==> config.mk <==
export PLATFORM = sky130hd
export DESIGN_NAME = t2crb_timer
export DESIGN_NICKNAME = d
export VERILOG_FILES = /design/src/hdl/t2crb_pkg.sv /design/src/hdl/t2crb_timer.sv
export SDC_FILE = /design/constraint.sdc
export NUM_CORES = 1
export LEC_CHECK = 0
export BUFFER_PORTS_ARGS = -buffer_cell sky130_fd_sc_hd__buf_2
export CAP_MARGIN = 20
export CORE_MARGIN = 3
export CORE_UTILIZATION = 57
export CTS_CLUSTER_SIZE = 28
export DETAILED_ROUTE_END_ITERATION = 10
export HOLD_SLACK_MARGIN = 0.15
export PLACE_DENSITY = 0.81
export SYNTH_ARGS = -nofsm -noshare
export SYNTH_HDL_FRONTEND = slang
export SYNTH_SLANG_ARGS = --single-unit
==> constraint.sdc <==
create_clock -name hclk -period 3 [get_ports hclk]
set_clock_uncertainty 0.15 [all_clocks]
set_input_delay 0.6 -clock hclk [delete_from_list [all_inputs] [get_ports hclk]]
set_output_delay 0.6 -clock hclk [all_outputs]
set_load 0.01 [all_outputs]
==> src/hdl/t2crb_pkg.sv <==
// constants, register map and mode codes of the capture/reload/baud timer
//
// Contract
// one 16-bit counter, timer or event counter
// mode from run, uart selects, capture, output
// timer ticks fosc/6, counter counts pin falls
// overflow sets overflow_flag, bit 7, sticky
// no overflow_flag in uart or clock-out modes
// trigger fall sets external_event_flag when enabled; here not in clock-out mode or while down counting
// interrupt requested while external_event_flag set, enabled
// rx select bit 5 routes our overflows
// tx select bit 4 routes our overflows
// trigger enable bit 3 gates capture/reload events
// run_control bit 2 starts and stops counting
// select bit 0 picks capture or reload
// uart clocking forces reload on overflow
// clock_out_enable bit 1 acts in clock-out only
// down_count_enable bit 0 allows up/down counting
// software writes zero to mode bits 7..2
// control clears on reset, bits individually settable
// capture copies counter bytes, counting continues
// up overflow sets flag, reloads capture value
// down counts to capture value, reloads all ones
// baud mode increments every oscillator clock
// clock-out toggles pin on every rollover
package t2crb_pkg;
    // ------------------------------------------------------------
    // register indices; byte address is four times the index
    // ------------------------------------------------------------
    localparam logic [7:0] IDX_CONTROL = 8'hC8;
    localparam logic [7:0] IDX_MODE = 8'hC9;
    localparam logic [7:0] IDX_CAP_LOW = 8'hCA;
    localparam logic [7:0] IDX_CAP_HIGH = 8'hCB;
    localparam logic [7:0] IDX_CNT_LOW = 8'hCC;
    localparam logic [7:0] IDX_CNT_HIGH = 8'hCD;
    localparam logic [7:0] IDX_CTRL_SET = 8'hCE;
    localparam logic [7:0] IDX_CTRL_CLR = 8'hCF;
    localparam logic [7:0] IDX_IRQ_EN = 8'hD0;
    // ------------------------------------------------------------
    // control register fields
    // ------------------------------------------------------------
    localparam int B_OVF = 7;
    localparam int B_EXF = 6;
    localparam int B_RCLK = 5;
    localparam int B_UART_TX_CLOCK_SELECT = 4;
    localparam int B_EXEN = 3;
    localparam int B_RUN = 2;
    localparam int B_CTS = 1;
    localparam int B_CPRL = 0;
    // mode register fields
    localparam int B_OE = 1;
    localparam int B_DOWN_COUNT_ENABLE = 0;
    localparam logic [7:0] MODE_MASK = 8'h03;
    localparam logic [7:0] CTRL_RESET = 8'h00;
    localparam logic [7:0] MODE_RESET = 8'h00;
    // ------------------------------------------------------------
    // counting
    // ------------------------------------------------------------
    localparam logic [15:0] CNT_MAX = 16'hFFFF;
    localparam logic [15:0] CNT_ZERO = 16'h0000;
    localparam logic [2:0] PRESC_LAST = 3'h5; // fosc/6 machine cycle
    typedef enum logic [2:0]
    {
        T2CRB_OFF = 3'b000,
        T2CRB_RELOAD = 3'b001,
        T2CRB_CAPTURE = 3'b010,
        T2CRB_CLKOUT = 3'b011,
        T2CRB_BAUD = 3'b100
    } t2crb_mode_e;
endpackage : t2crb_pkg

==> src/hdl/t2crb_timer.sv <==
// capture/reload/baud timer with its ahb-lite register slave
//
// Chosen here: the AHB-Lite register port.
`timescale 1ns/1ps

// ----------------------------------------------------------------
// three-flop pin synchroniser with agreement filter
// ----------------------------------------------------------------
module t2crb_sync
(
    // clock and reset
    input wire logic hclk,
    input wire logic hresetn,
    // pin and filtered level
    input wire logic pin_i,
    output logic level_q
);
    logic s1_q;
    logic s2_q;
    logic s3_q;

    // shift chain, level follows once stage two and three agree
    always_ff @(posedge hclk or negedge hresetn)
    begin
        if (!hresetn)
        begin
            s1_q <= 1'b1;
            s2_q <= 1'b1;
            s3_q <= 1'b1;
            level_q <= 1'b1;
        end
        else
        begin
            s1_q <= pin_i;
            s2_q <= s1_q;
            s3_q <= s2_q;
            if (s2_q == s3_q)
            begin
                level_q <= s3_q;
            end
        end
    end
endmodule : t2crb_sync

// ----------------------------------------------------------------
// timer top
// ----------------------------------------------------------------
module t2crb_timer
(
    // clock and reset
    input wire logic hclk,
    input wire logic hresetn,
    // ahb-lite slave
    input wire logic hsel,
    input wire logic [9:0] haddr,
    input wire logic [1:0] htrans,
    input wire logic hwrite,
    input wire logic [2:0] hsize,
    input wire logic [31:0] hwdata,
    input wire logic hready,
    output logic [31:0] hrdata,
    output logic hreadyout,
    output logic hresp,
    // pins
    input wire logic count_clock_pin_i,
    output logic count_clock_pin_o,
    output logic count_clock_pin_oe,
    input wire logic trigger_pin_i,
    // uart clocks and interrupt
    input wire logic timer1_overflow,
    output logic uart_rx_clock,
    output logic uart_tx_clock,
    output logic timer_irq
);
    import t2crb_pkg::*;

    logic [7:0] ctrl_q;
    logic [7:0] ctrl_d;
    logic [7:0] mode_q;
    logic irq_en_q;
    logic [15:0] cnt_q;
    logic [15:0] cnt_d;
    logic [15:0] cap_q;
    logic [15:0] cap_d;
    logic [2:0] presc_q;
    logic cnt_lvl;
    logic trg_lvl;
    logic cnt_lvl_q;
    logic trg_lvl_q;
    logic wr_q;
    logic rd_q;
    logic [7:0] idx_q;
    logic [31:0] rdata;
    logic [7:0] wd;
    logic wr_ctrl;
    logic tick;
    logic trg_fall;
    logic set_ovf;
    logic set_exf;
    logic tog_exf;
    logic ovf_pulse;
    logic pin_tog;
    logic uart_sel;
    t2crb_mode_e mode;

    // ------------------------------------------------------------
    // pin synchronisers
    // ------------------------------------------------------------
    t2crb_sync u_cnt_sync
    (
        .hclk(hclk),
        .hresetn(hresetn),
        .pin_i(count_clock_pin_i),
        .level_q(cnt_lvl)
    );

    t2crb_sync u_trg_sync
    (
        .hclk(hclk),
        .hresetn(hresetn),
        .pin_i(trigger_pin_i),
        .level_q(trg_lvl)
    );

    // ------------------------------------------------------------
    // mode decode
    // ------------------------------------------------------------
    // uart clock select overrides capture and output enable
    assign uart_sel = ctrl_q[B_RCLK] | ctrl_q[B_UART_TX_CLOCK_SELECT];
    always_comb
    begin
        if (!ctrl_q[B_RUN])
            mode = T2CRB_OFF;
        else if (uart_sel)
            mode = T2CRB_BAUD;
        else if (ctrl_q[B_CPRL])
            mode = T2CRB_CAPTURE;
        else if (mode_q[B_OE])
            mode = T2CRB_CLKOUT;
        else
            mode = T2CRB_RELOAD;
    end

    // previous filtered pin levels for edge detection
    always_ff @(posedge hclk or negedge hresetn)
    begin
        if (!hresetn)
        begin
            cnt_lvl_q <= 1'b1;
            trg_lvl_q <= 1'b1;
        end
        else
        begin
            cnt_lvl_q <= cnt_lvl;
            trg_lvl_q <= trg_lvl;
        end
    end

    // machine-cycle prescaler, idle while stopped
    always_ff @(posedge hclk or negedge hresetn)
    begin
        if (!hresetn)
        begin
            presc_q <= 3'h0;
        end
        else if (mode == T2CRB_OFF || presc_q == PRESC_LAST)
        begin
            presc_q <= 3'h0;
        end
        else
        begin
            presc_q <= presc_q + 3'h1;
        end
    end

    // count source: pin falls, oscillator in baud mode, else fosc/6
    always_comb
    begin
        tick = 1'b0;
        if (mode != T2CRB_OFF)
        begin
            if (ctrl_q[B_CTS])
            begin
                tick = cnt_lvl_q & ~cnt_lvl;
            end
            else if (mode == T2CRB_BAUD)
            begin
                tick = 1'b1;
            end
            else
            begin
                tick = (presc_q == PRESC_LAST);
            end
        end
    end

    // trigger falling edge, honoured only when enabled
    assign trg_fall = trg_lvl_q & ~trg_lvl & ctrl_q[B_EXEN];

    // ------------------------------------------------------------
    // counter, capture and event generation
    // ------------------------------------------------------------
    always_comb
    begin
        cnt_d = cnt_q;
        cap_d = cap_q;
        set_ovf = 1'b0;
        set_exf = 1'b0;
        tog_exf = 1'b0;
        ovf_pulse = 1'b0;
        pin_tog = 1'b0;
        if (tick && mode == T2CRB_CAPTURE)
        begin
            cnt_d = cnt_q + 16'h0001;
            set_ovf = (cnt_q == CNT_MAX);
        end
        else if (tick && mode == T2CRB_RELOAD && mode_q[B_DOWN_COUNT_ENABLE] && !trg_lvl)
        begin
            // down counting ends at the capture value
            cnt_d = (cnt_q == cap_q) ? CNT_MAX : cnt_q - 16'h0001;
            set_ovf = (cnt_q == cap_q);
            tog_exf = (cnt_q == cap_q);
        end
        else if (tick)
        begin
            // up counting reloads at rollover; no flag in baud or clock-out
            cnt_d = (cnt_q == CNT_MAX) ? cap_q : cnt_q + 16'h0001;
            set_ovf = (cnt_q == CNT_MAX) && mode == T2CRB_RELOAD;
            tog_exf = (cnt_q == CNT_MAX) && mode == T2CRB_RELOAD && mode_q[B_DOWN_COUNT_ENABLE];
            pin_tog = (cnt_q == CNT_MAX) && mode == T2CRB_CLKOUT;
            ovf_pulse = (cnt_q == CNT_MAX) && mode == T2CRB_BAUD;
        end
        // trigger events; down counting uses the pin as direction instead
        if (trg_fall && mode == T2CRB_CAPTURE)
            cap_d = cnt_q;
        if (trg_fall && mode == T2CRB_RELOAD && !mode_q[B_DOWN_COUNT_ENABLE])
            cnt_d = cap_q;
        set_exf = trg_fall && (mode == T2CRB_CAPTURE || mode == T2CRB_BAUD
            || (mode == T2CRB_RELOAD && !mode_q[B_DOWN_COUNT_ENABLE]));
        // software writes: counter write wins, capture event wins
        if (wr_q && idx_q == IDX_CNT_LOW)
            cnt_d[7:0] = wd;
        if (wr_q && idx_q == IDX_CNT_HIGH)
            cnt_d[15:8] = wd;
        if (wr_q && idx_q == IDX_CAP_LOW && !(trg_fall && mode == T2CRB_CAPTURE))
            cap_d[7:0] = wd;
        if (wr_q && idx_q == IDX_CAP_HIGH && !(trg_fall && mode == T2CRB_CAPTURE))
            cap_d[15:8] = wd;
    end

    // counter and capture registers
    always_ff @(posedge hclk or negedge hresetn)
    begin
        if (!hresetn)
        begin
            cnt_q <= CNT_ZERO;
            cap_q <= CNT_ZERO;
        end
        else
        begin
            cnt_q <= cnt_d;
            cap_q <= cap_d;
        end
    end

    // ------------------------------------------------------------
    // control register: whole write, bit set, bit clear, hw flags
    // ------------------------------------------------------------
    assign wd = hwdata[7:0];
    assign wr_ctrl = wr_q && idx_q == IDX_CONTROL;
    always_comb
    begin
        ctrl_d = ctrl_q;
        if (wr_ctrl)
            ctrl_d = wd;
        if (wr_q && idx_q == IDX_CTRL_SET)
            ctrl_d = ctrl_q | wd;
        if (wr_q && idx_q == IDX_CTRL_CLR)
            ctrl_d = ctrl_q & ~wd;
        // hardware sets win over a clear in the same cycle
        if (set_ovf)
            ctrl_d[B_OVF] = 1'b1;
        if (set_exf)
            ctrl_d[B_EXF] = 1'b1;
        if (tog_exf)
            ctrl_d[B_EXF] = ~ctrl_q[B_EXF];
    end

    // control, mode and interrupt enable registers
    always_ff @(posedge hclk or negedge hresetn)
    begin
        if (!hresetn)
        begin
            ctrl_q <= CTRL_RESET;
            mode_q <= MODE_RESET;
            irq_en_q <= 1'b0;
        end
        else
        begin
            ctrl_q <= ctrl_d;
            if (wr_q && idx_q == IDX_MODE)
            begin
                mode_q <= wd & MODE_MASK;
            end
            if (wr_q && idx_q == IDX_IRQ_EN)
            begin
                irq_en_q <= wd[0];
            end
        end
    end

    // ------------------------------------------------------------
    // registered outputs: uart clocks, clock-out pin, interrupt
    // ------------------------------------------------------------
    always_ff @(posedge hclk or negedge hresetn)
    begin
        if (!hresetn)
        begin
            uart_rx_clock <= 1'b0;
            uart_tx_clock <= 1'b0;
            count_clock_pin_o <= 1'b0;
            count_clock_pin_oe <= 1'b0;
            timer_irq <= 1'b0;
        end
        else
        begin
            uart_rx_clock <= ctrl_q[B_RCLK] ? ovf_pulse : timer1_overflow;
            uart_tx_clock <= ctrl_q[B_UART_TX_CLOCK_SELECT] ? ovf_pulse : timer1_overflow;
            count_clock_pin_oe <= (mode == T2CRB_CLKOUT);
            if (pin_tog)
            begin
                count_clock_pin_o <= ~count_clock_pin_o;
            end
            timer_irq <= irq_en_q & (ctrl_q[B_OVF] | ctrl_q[B_EXF]);
        end
    end

    // ------------------------------------------------------------
    // ahb-lite slave: writes zero wait, reads one wait state
    // ------------------------------------------------------------
    always_comb
    begin
        rdata = 32'h0000_0000;
        case (idx_q)
            IDX_CONTROL: rdata[7:0] = ctrl_q;
            IDX_MODE: rdata[7:0] = mode_q;
            IDX_CAP_LOW: rdata[7:0] = cap_q[7:0];
            IDX_CAP_HIGH: rdata[7:0] = cap_q[15:8];
            IDX_CNT_LOW: rdata[7:0] = cnt_q[7:0];
            IDX_CNT_HIGH: rdata[7:0] = cnt_q[15:8];
            IDX_IRQ_EN: rdata[0] = irq_en_q;
            default: rdata = 32'h0000_0000;
        endcase
    end

    // address phase capture and data phase completion
    always_ff @(posedge hclk or negedge hresetn)
    begin
        if (!hresetn)
        begin
            wr_q <= 1'b0;
            rd_q <= 1'b0;
            idx_q <= 8'h00;
            hrdata <= 32'h0000_0000;
            hreadyout <= 1'b1;
            hresp <= 1'b0;
        end
        else
        begin
            hresp <= 1'b0;
            wr_q <= 1'b0;
            if (rd_q)
            begin
                rd_q <= 1'b0;
                hrdata <= rdata;
                hreadyout <= 1'b1;
            end
            else if (hsel && hready && htrans[1])
            begin
                idx_q <= (haddr[9:2] != 8'h00 && haddr[1:0] == 2'b00) ? haddr[9:2] : 8'h00;
                wr_q <= hwrite;
                rd_q <= ~hwrite;
                hreadyout <= hwrite;
            end
        end
    end
endmodule : t2crb_timer
Word level (Yosys, flattened, before mapping)
Index checks and enable logic that the tools add are counted.
{"block": "classes", "addsub": 3, "n_eq_ne": 18, "muxes": 48, "bitwise_logic": 15, "n_reduce_logical": 46}
{"op": "$mux W16", "count": 7}
{"op": "$eq A8 B8 Y1 const B", "count": 9}
{"op": "$mux W8", "count": 8}
{"op": "$pmux W7 S6", "count": 1}
{"op": "$logic_and A1 B1 Y1", "count": 27}
{"op": "$mux W1", "count": 26}
{"op": "$add A16 B1 Y16 const B", "count": 1}
{"op": "$eq A16 B16 Y1", "count": 1}
{"op": "$eq A16 B16 Y1 const B", "count": 1}
{"op": "$sub A16 B1 Y16 const B", "count": 1}
{"op": "$reduce_bool A5 Y1", "count": 3}
{"op": "$mux W3", "count": 4}
{"op": "$and A8 B8 Y8", "count": 1}
{"op": "$not A8 Y8", "count": 1}
{"op": "$or A8 B8 Y8", "count": 1}
{"op": "$reduce_bool A8 Y1", "count": 1}
{"op": "$pmux W1 S7", "count": 1}
{"op": "$eq A3 B2 Y1 const B", "count": 2}
{"op": "$eq A3 B3 Y1 const B", "count": 2}
{"op": "$not A1 Y1", "count": 6}
{"op": "$reduce_bool A2 Y1", "count": 3}
{"op": "$reduce_bool A3 Y1", "count": 2}
{"op": "$and A1 B1 Y1", "count": 4}
{"op": "$reduce_bool A4 Y1", "count": 1}
{"op": "10 further kinds", "count": 16}
{"block": "word_totals", "ff_bits": 80, "wordCells": 160}

Depth between registers and ports, before layout
{"block": "depth", "word_depth": 15, "ltp_mapped": 9}

Cells and area by module
From an unflattened synthesis, not the netlist that was laid out.
{"block": "unflattened", "cells_unflattened": 615, "area_unflattened_um2": 5346.4}
{"mod": "t2crb_timer", "instances": 1, "cells_each": 605, "area_each_um2": 5113.7, "seq_area_each_um2": 1805.5}
{"mod": "t2crb_sync", "instances": 2, "cells_each": 5, "area_each_um2": 116.4, "seq_area_each_um2": 105.1}

Least setup slack after synthesis
Ideal clock, no wire load.
{"block": "synth_path", "path_type": "register -> register", "from": "reg cnt_q[8]", "to": "reg cnt_q[15]", "setup_time_ns": 0.081, "t_arrival_ns": 2.268, "path_slack_ns": 0.501, "stages_incl_launch_ff": 9, "path_buffers": 2, "synth_period_minus_slack_ns": 2.499, "cell_sequence": "dfrtp_1 buf_6 or4_1 or4_1 buf_2 or4_4 a311oi_2 a221oi_1 o211ai_2"}
{"block": "synth_between", "elab_chain_cells": 7}
{"item": "start: declaration", "line": "t2crb_timer.sv:81", "text": "logic [15:0] cnt_q;"}
{"item": "start signal: assignment", "line": "t2crb_timer.sv:261", "text": "cnt_q <= cnt_d;"}
{"item": "$add A16 B1 Y16 or $eq A16 B16 Y1 (tied branches)", "line": "t2crb_timer.sv:214, t2crb_timer.sv:227"}
{"item": "$mux W16", "line": "t2crb_timer.sv:227", "text": "cnt_d = (cnt_q == CNT_MAX) ? cap_q : cnt_q + 16'h0001;"}
{"item": "$mux W16", "line": "t2crb_timer.sv:224", "text": "else if (tick)"}
{"item": "$mux W16", "line": "t2crb_timer.sv:217", "text": "else if (tick && mode == T2CRB_RELOAD && mode_q[B_DOWN_COUNT_ENABLE] && !trg_lvl)"}
{"item": "$mux W16 *", "line": "t2crb_timer.sv:212", "text": "if (tick && mode == T2CRB_CAPTURE)"}
{"item": "$mux W16 *", "line": "t2crb_timer.sv:236", "text": "if (trg_fall && mode == T2CRB_RELOAD && !mode_q[B_DOWN_COUNT_ENABLE])"}
{"item": "$mux W8 *", "line": "t2crb_timer.sv:243", "text": "if (wr_q && idx_q == IDX_CNT_HIGH)"}
Mark *: on every way between the ends. The rest lies on a longest branch, timed or not. The select of a mux whose other input is x is not followed.
A chain may end at the register's enable or synchronous reset.

Final worst setup path
{"block": "layout_path", "from": "reg cnt_q[0]", "to": "reg cnt_q[6]"}
{"block": "layout_between", "elab_chain_cells": 7}
{"item": "$add A16 B1 Y16 or $eq A16 B16 Y1 (tied branches)", "line": "t2crb_timer.sv:214, t2crb_timer.sv:227"}
{"item": "$mux W16", "line": "t2crb_timer.sv:227"}
{"item": "$mux W16", "line": "t2crb_timer.sv:224"}
{"item": "$mux W16", "line": "t2crb_timer.sv:217"}
{"item": "$mux W16 *", "line": "t2crb_timer.sv:212"}
{"item": "$mux W16 *", "line": "t2crb_timer.sv:236"}
{"item": "$mux W8 *", "line": "t2crb_timer.sv:241", "text": "if (wr_q && idx_q == IDX_CNT_LOW)"}
Marks and branches as above.

==> reports/metrics.cfg <==
[global_route]
globalRoute.busiestLayer = met2
grt_pass1_wl_microns = 26500
grt.met1_usage = 0.416
grt_use_met3 = 0.0658
overflow = 0
grt_pass1_vias = 4999
grt.met2_usage = 0.458
initial_antenna_violation_count = 0
grt_usage = 0.305
grt_start_max_net_pins = 81

[min_path]
hold_crit_path_type = in2reg
min_to = u_trg_sync.s1_q
holdCritStartpoint = trigger_pin_i
worst_hold_path.num_cells = 1

[final_layout]
insertedDiodeCount = 0
post_route_cells_drive_above_1_share = 0.168
fin_nets = 744
flow.area_growth_from_synthesis_pct = 10.3
layout.filler_cells = 792
utilization_after_layout = 0.649
layout.cell_area.non_filler_sq_um = 6020

[worst_setup_path]
arrival_ns = 2.83
worst_ep_required_time_ns = 3.07
rr_endpoint = cnt_q[6]
timing.reg2reg.setup_slack_ns = 0.24
end_kind = flip-flop
path_class = reg2reg
worstRegToRegCells = 7
cp-start-kind = flip-flop
crit-reg2reg-launch = cnt_q[0]
worstPathMaxFanout = 7

[clock_network]
cts.repair.resized = 0
cts-root-to-sink-buffers = 2
cts_buffers = 9
sink_count_of_the_clock_tree = 80
clk-insertion-delay-late_ns = 0.36
clock-root-buffer = sky130_fd_sc_hd__clkbuf_8
cts_max_level = 3
tritoncts_clock_tree = yes
clk_pin_slew_worst_paths_ns = 0.09

[sta]
worst_slew_pin_slew_ns = 0.691
maxSlewHeadroom = 0.540
number_of_max_slew_violations_in_the_final_report = 0
grt_setup_unrepaired = no
setup-violations-final = 0
timing.fmax_mhz = 362
final-hold-violation-count = 0
fin_crit_ns = 2.76
fin_setup_tns_ns = 0
layout_worst_path_cycle_share = 0.921

[place]
placed_cell_area_sq_um = 5780
port-buffer-count = 40
hpwl_microns = 11500
gp_congestion = 1.01

[detailed_routing]
drc_errors = 0
via_per_inst = 6.40
route.final.wire_length_microns = 16200
routedWlPerCell_microns = 19.8
dr.pass1.iters = 5
dr.first_iter.drc_count = 559
dr_total_vias = 5241
antenna_violating_nets_post_route = 0

[synthesis]
yosysWarningCount = 0
syn_avg_cell_area_sq_um = 8.40
synthFlopType = sky130_fd_sc_hd__dfrtp_1
postSynthRegisterBits = 80
synth_edf_count = 0
share_of_synthesized_flip_flops_with_an_asynchronous_set_or_reset = 1.00
ys_top_cells_by_area = sky130_fd_sc_hd__dfrtp_1 (32%), sky130_fd_sc_hd__dfstp_2 (5.3%), sky130_fd_sc_hd__mux2i_1 (5.1%)
netlist.area_leader.share = 0.316
post_synth_inst_count = 650
synth.yosys.seq_area_share = 0.369
synth_top_area_cell = sky130_fd_sc_hd__dfrtp_1
synth.lib_cells_used.distinct = 66
post_synth_instance_area_sq_um = 5460

[die]
dieHeight_microns = 104
core-area_sq_um = 9280
ios = 94
dieArea_sq_um = 10800
initial_cell_density_of_the_core = 0.588
die_width_microns = 104
placementRows = 35

[power]
total_power_mw = 2.22
total_power_divided_by_cell_area_nw_per_um2 = 369
cellLeakagePower_nw = 2.47
irDropWorstVdd_v = 0.000255

[status]
status = completed

[job]
maxCapViolCount = 0

[registers in the layout (all words and copies together) (netlist names), 2 cells and up]
signal	flops
ctrl_q	8
hrdata	8
idx_q	8
presc_q	3
mode_q	2
cnt_q	16
cap_q	16
[timing repair]
| action | 4_1_cts | 5_1_grt |
|---|---|---|
| buffers inserted | 0 | 0 |
| endpoints found under the hold margin | 0 | 25 |
| hold buffers | 0 | 1 |
[per-stage QoR]
stage | hold WS [ns] | std cells | worst slack [ns]
after floorplan | 0.154 | 674 | 0.501
after global placement | 0.196 | 801 | 0.307
after detailed placement | 0.197 | 801 | 0.290
after CTS | 0.166 | 817 | 0.265
after global routing | 0.156 | 819 | 0.0733
final | 0.177 | 819 | 0.238
[how the worst max path moves through the flow]
stage	start	to	depth (start not counted)
after detailed placement	cnt_q[0]	cnt_q[6]	7
final	cnt_q[0]	cnt_q[6]	7
after floorplan	cnt_q[8]	cnt_q[15]	8
after global placement	cnt_q[8]	cnt_q[15]	6
after global routing	cnt_q[0]	cnt_q[7]	8
after CTS	cnt_q[0]	cnt_q[6]	7
[area by class of cell]
type                    instances  area [sq um]  share of cell area
multi-input cells             500          3070               0.510
flip-flops and latches         80          2020               0.335
repair buffers                 77           503              0.0835
well taps                     129           161              0.0268
clock buffers                  11           141              0.0235
clock inverters                 5          63.8              0.0106
inverters                      17          63.8              0.0106
[cell families (layout without fill, tap and decap cells)]
kind of cell | after synthesis | in the layout | synth area share
AND/OR/NAND/NOR | 228 | 228 | 0.208
flip-flops | 80 | 80 | 0.369
adder cells (fa/ha/maj) | 6 | 6 | 0.0128
AO/OA/AOI/OAI | 178 | 178 | 0.216
multiplexers | 31 | 31 | 0.0575
other | 1 | 25 | 0.000687
XOR/XNOR | 32 | 32 | 0.0513
buffers and inverters | 94 | 110 | 0.0848
[critical path, cell delays in order, from the launching register on]
cell and delay (ns):
sky130_fd_sc_hd__dfrtp_1 0.44, sky130_fd_sc_hd__ha_1 0.25, sky130_fd_sc_hd__nand4_1 0.20, sky130_fd_sc_hd__or4_1 0.65, sky130_fd_sc_hd__a211oi_1 0.34, sky130_fd_sc_hd__nor2_1 0.22, sky130_fd_sc_hd__o311ai_1 0.31, sky130_fd_sc_hd__a32oi_1 0.08
[synthesized netlist by cell type, types with 2 or more instances]
| library cell | instances |
|---|---|
| sky130_fd_sc_hd__nand2_1 | 74 |
| sky130_fd_sc_hd__dfrtp_1 | 69 |
| sky130_fd_sc_hd__nor2_1 | 61 |
| sky130_fd_sc_hd__o21ai_0 | 44 |
| sky130_fd_sc_hd__a21oi_1 | 38 |
| sky130_fd_sc_hd__clkbuf_1 | 37 |
| sky130_fd_sc_hd__mux2i_1 | 28 |
| sky130_fd_sc_hd__xor2_1 | 26 |
| sky130_fd_sc_hd__buf_4 | 25 |
| sky130_fd_sc_hd__inv_1 | 17 |
| sky130_fd_sc_hd__nand4_1 | 17 |
| sky130_fd_sc_hd__nand3_1 | 14 |
| sky130_fd_sc_hd__o221ai_1 | 12 |
| sky130_fd_sc_hd__a31oi_1 | 11 |
| sky130_fd_sc_hd__dfstp_2 | 11 |
| sky130_fd_sc_hd__a221oi_1 | 10 |
| sky130_fd_sc_hd__nor3_1 | 9 |
| sky130_fd_sc_hd__o211ai_1 | 9 |
| sky130_fd_sc_hd__or3_1 | 9 |
| sky130_fd_sc_hd__a32oi_1 | 7 |
| sky130_fd_sc_hd__buf_1 | 7 |
| sky130_fd_sc_hd__buf_2 | 7 |
| sky130_fd_sc_hd__nor4_1 | 7 |
| sky130_fd_sc_hd__o2bb2ai_1 | 7 |
| sky130_fd_sc_hd__o22ai_1 | 6 |
| sky130_fd_sc_hd__xnor2_1 | 6 |
| sky130_fd_sc_hd__a22oi_1 | 5 |
| sky130_fd_sc_hd__and3_1 | 4 |
| sky130_fd_sc_hd__ha_1 | 4 |
| sky130_fd_sc_hd__nand2b_1 | 4 |
| sky130_fd_sc_hd__nand3b_1 | 4 |
| sky130_fd_sc_hd__o21ai_1 | 4 |
| sky130_fd_sc_hd__o31ai_1 | 4 |
| sky130_fd_sc_hd__or4_1 | 4 |
| sky130_fd_sc_hd__a211oi_1 | 3 |
| sky130_fd_sc_hd__a221o_1 | 3 |
| sky130_fd_sc_hd__and2_1 | 3 |
| sky130_fd_sc_hd__and3b_1 | 3 |
| sky130_fd_sc_hd__mux2_2 | 3 |
| sky130_fd_sc_hd__o21a_1 | 3 |
| sky130_fd_sc_hd__a211o_1 | 2 |
| sky130_fd_sc_hd__and4_1 | 2 |
| sky130_fd_sc_hd__maj3_1 | 2 |
| sky130_fd_sc_hd__nor2b_1 | 2 |
| sky130_fd_sc_hd__nor4_2 | 2 |
[placed cells by master, fill, tap and decap left out, types with 3 or more instances in the layout]
master	Yosys	final
sky130_fd_sc_hd__mux2_2	3	3
sky130_fd_sc_hd__mux2i_1	28	28
sky130_fd_sc_hd__conb_1	1	25
sky130_fd_sc_hd__inv_1	17	17
sky130_fd_sc_hd__xor2_1	26	26
sky130_fd_sc_hd__dfstp_2	11	11
sky130_fd_sc_hd__and2_1	3	3
sky130_fd_sc_hd__buf_4	25	36
sky130_fd_sc_hd__clkbuf_8	0	10
sky130_fd_sc_hd__o211ai_1	9	9
sky130_fd_sc_hd__o21ai_1	4	4
sky130_fd_sc_hd__a211oi_1	3	3
sky130_fd_sc_hd__nand4_1	17	17
sky130_fd_sc_hd__o21ai_0	44	44
sky130_fd_sc_hd__a31oi_1	11	11
sky130_fd_sc_hd__nand3b_1	4	4
sky130_fd_sc_hd__and3b_1	3	3
sky130_fd_sc_hd__nand3_1	14	14
sky130_fd_sc_hd__or4_1	4	4
sky130_fd_sc_hd__and3_1	4	4
sky130_fd_sc_hd__nor4_1	7	7
sky130_fd_sc_hd__dfrtp_1	69	69
sky130_fd_sc_hd__a32oi_1	7	7
sky130_fd_sc_hd__a221oi_1	10	10
sky130_fd_sc_hd__o221ai_1	12	12
sky130_fd_sc_hd__nor3_1	9	9
sky130_fd_sc_hd__o2bb2ai_1	7	7
sky130_fd_sc_hd__nand2_1	74	74
sky130_fd_sc_hd__o22ai_1	6	6
sky130_fd_sc_hd__a21oi_1	38	38
sky130_fd_sc_hd__a221o_1	3	3
sky130_fd_sc_hd__xnor2_1	6	6
sky130_fd_sc_hd__nor2_1	61	61
sky130_fd_sc_hd__or3_1	9	9
sky130_fd_sc_hd__o31ai_1	4	4
sky130_fd_sc_hd__a22oi_1	5	5
sky130_fd_sc_hd__o21a_1	3	3
sky130_fd_sc_hd__nand2b_1	4	4
sky130_fd_sc_hd__ha_1	4	4
sky130_fd_sc_hd__buf_2	7	39
[where the power goes]
| part | internal (mW) | leakage, nW | switching [mW] |
|---|---|---|---|
| logic | 0.0817 | 1.46 | 0.143 |
| clock network | 0.415 | 0.101 | 0.424 |
| registers | 1.12 | 0.907 | 0.0413 |
| total | 1.61 | 2.47 | 0.608 |
[layer usage]
layer | routed length [microns] | share of wire
met1 | 6340 | 0.39
met5 | 0 | 0
met2 | 7310 | 0.45
met4 | 789 | 0.049
met3 | 1770 | 0.11
Power figures use the tool's default switching activity.
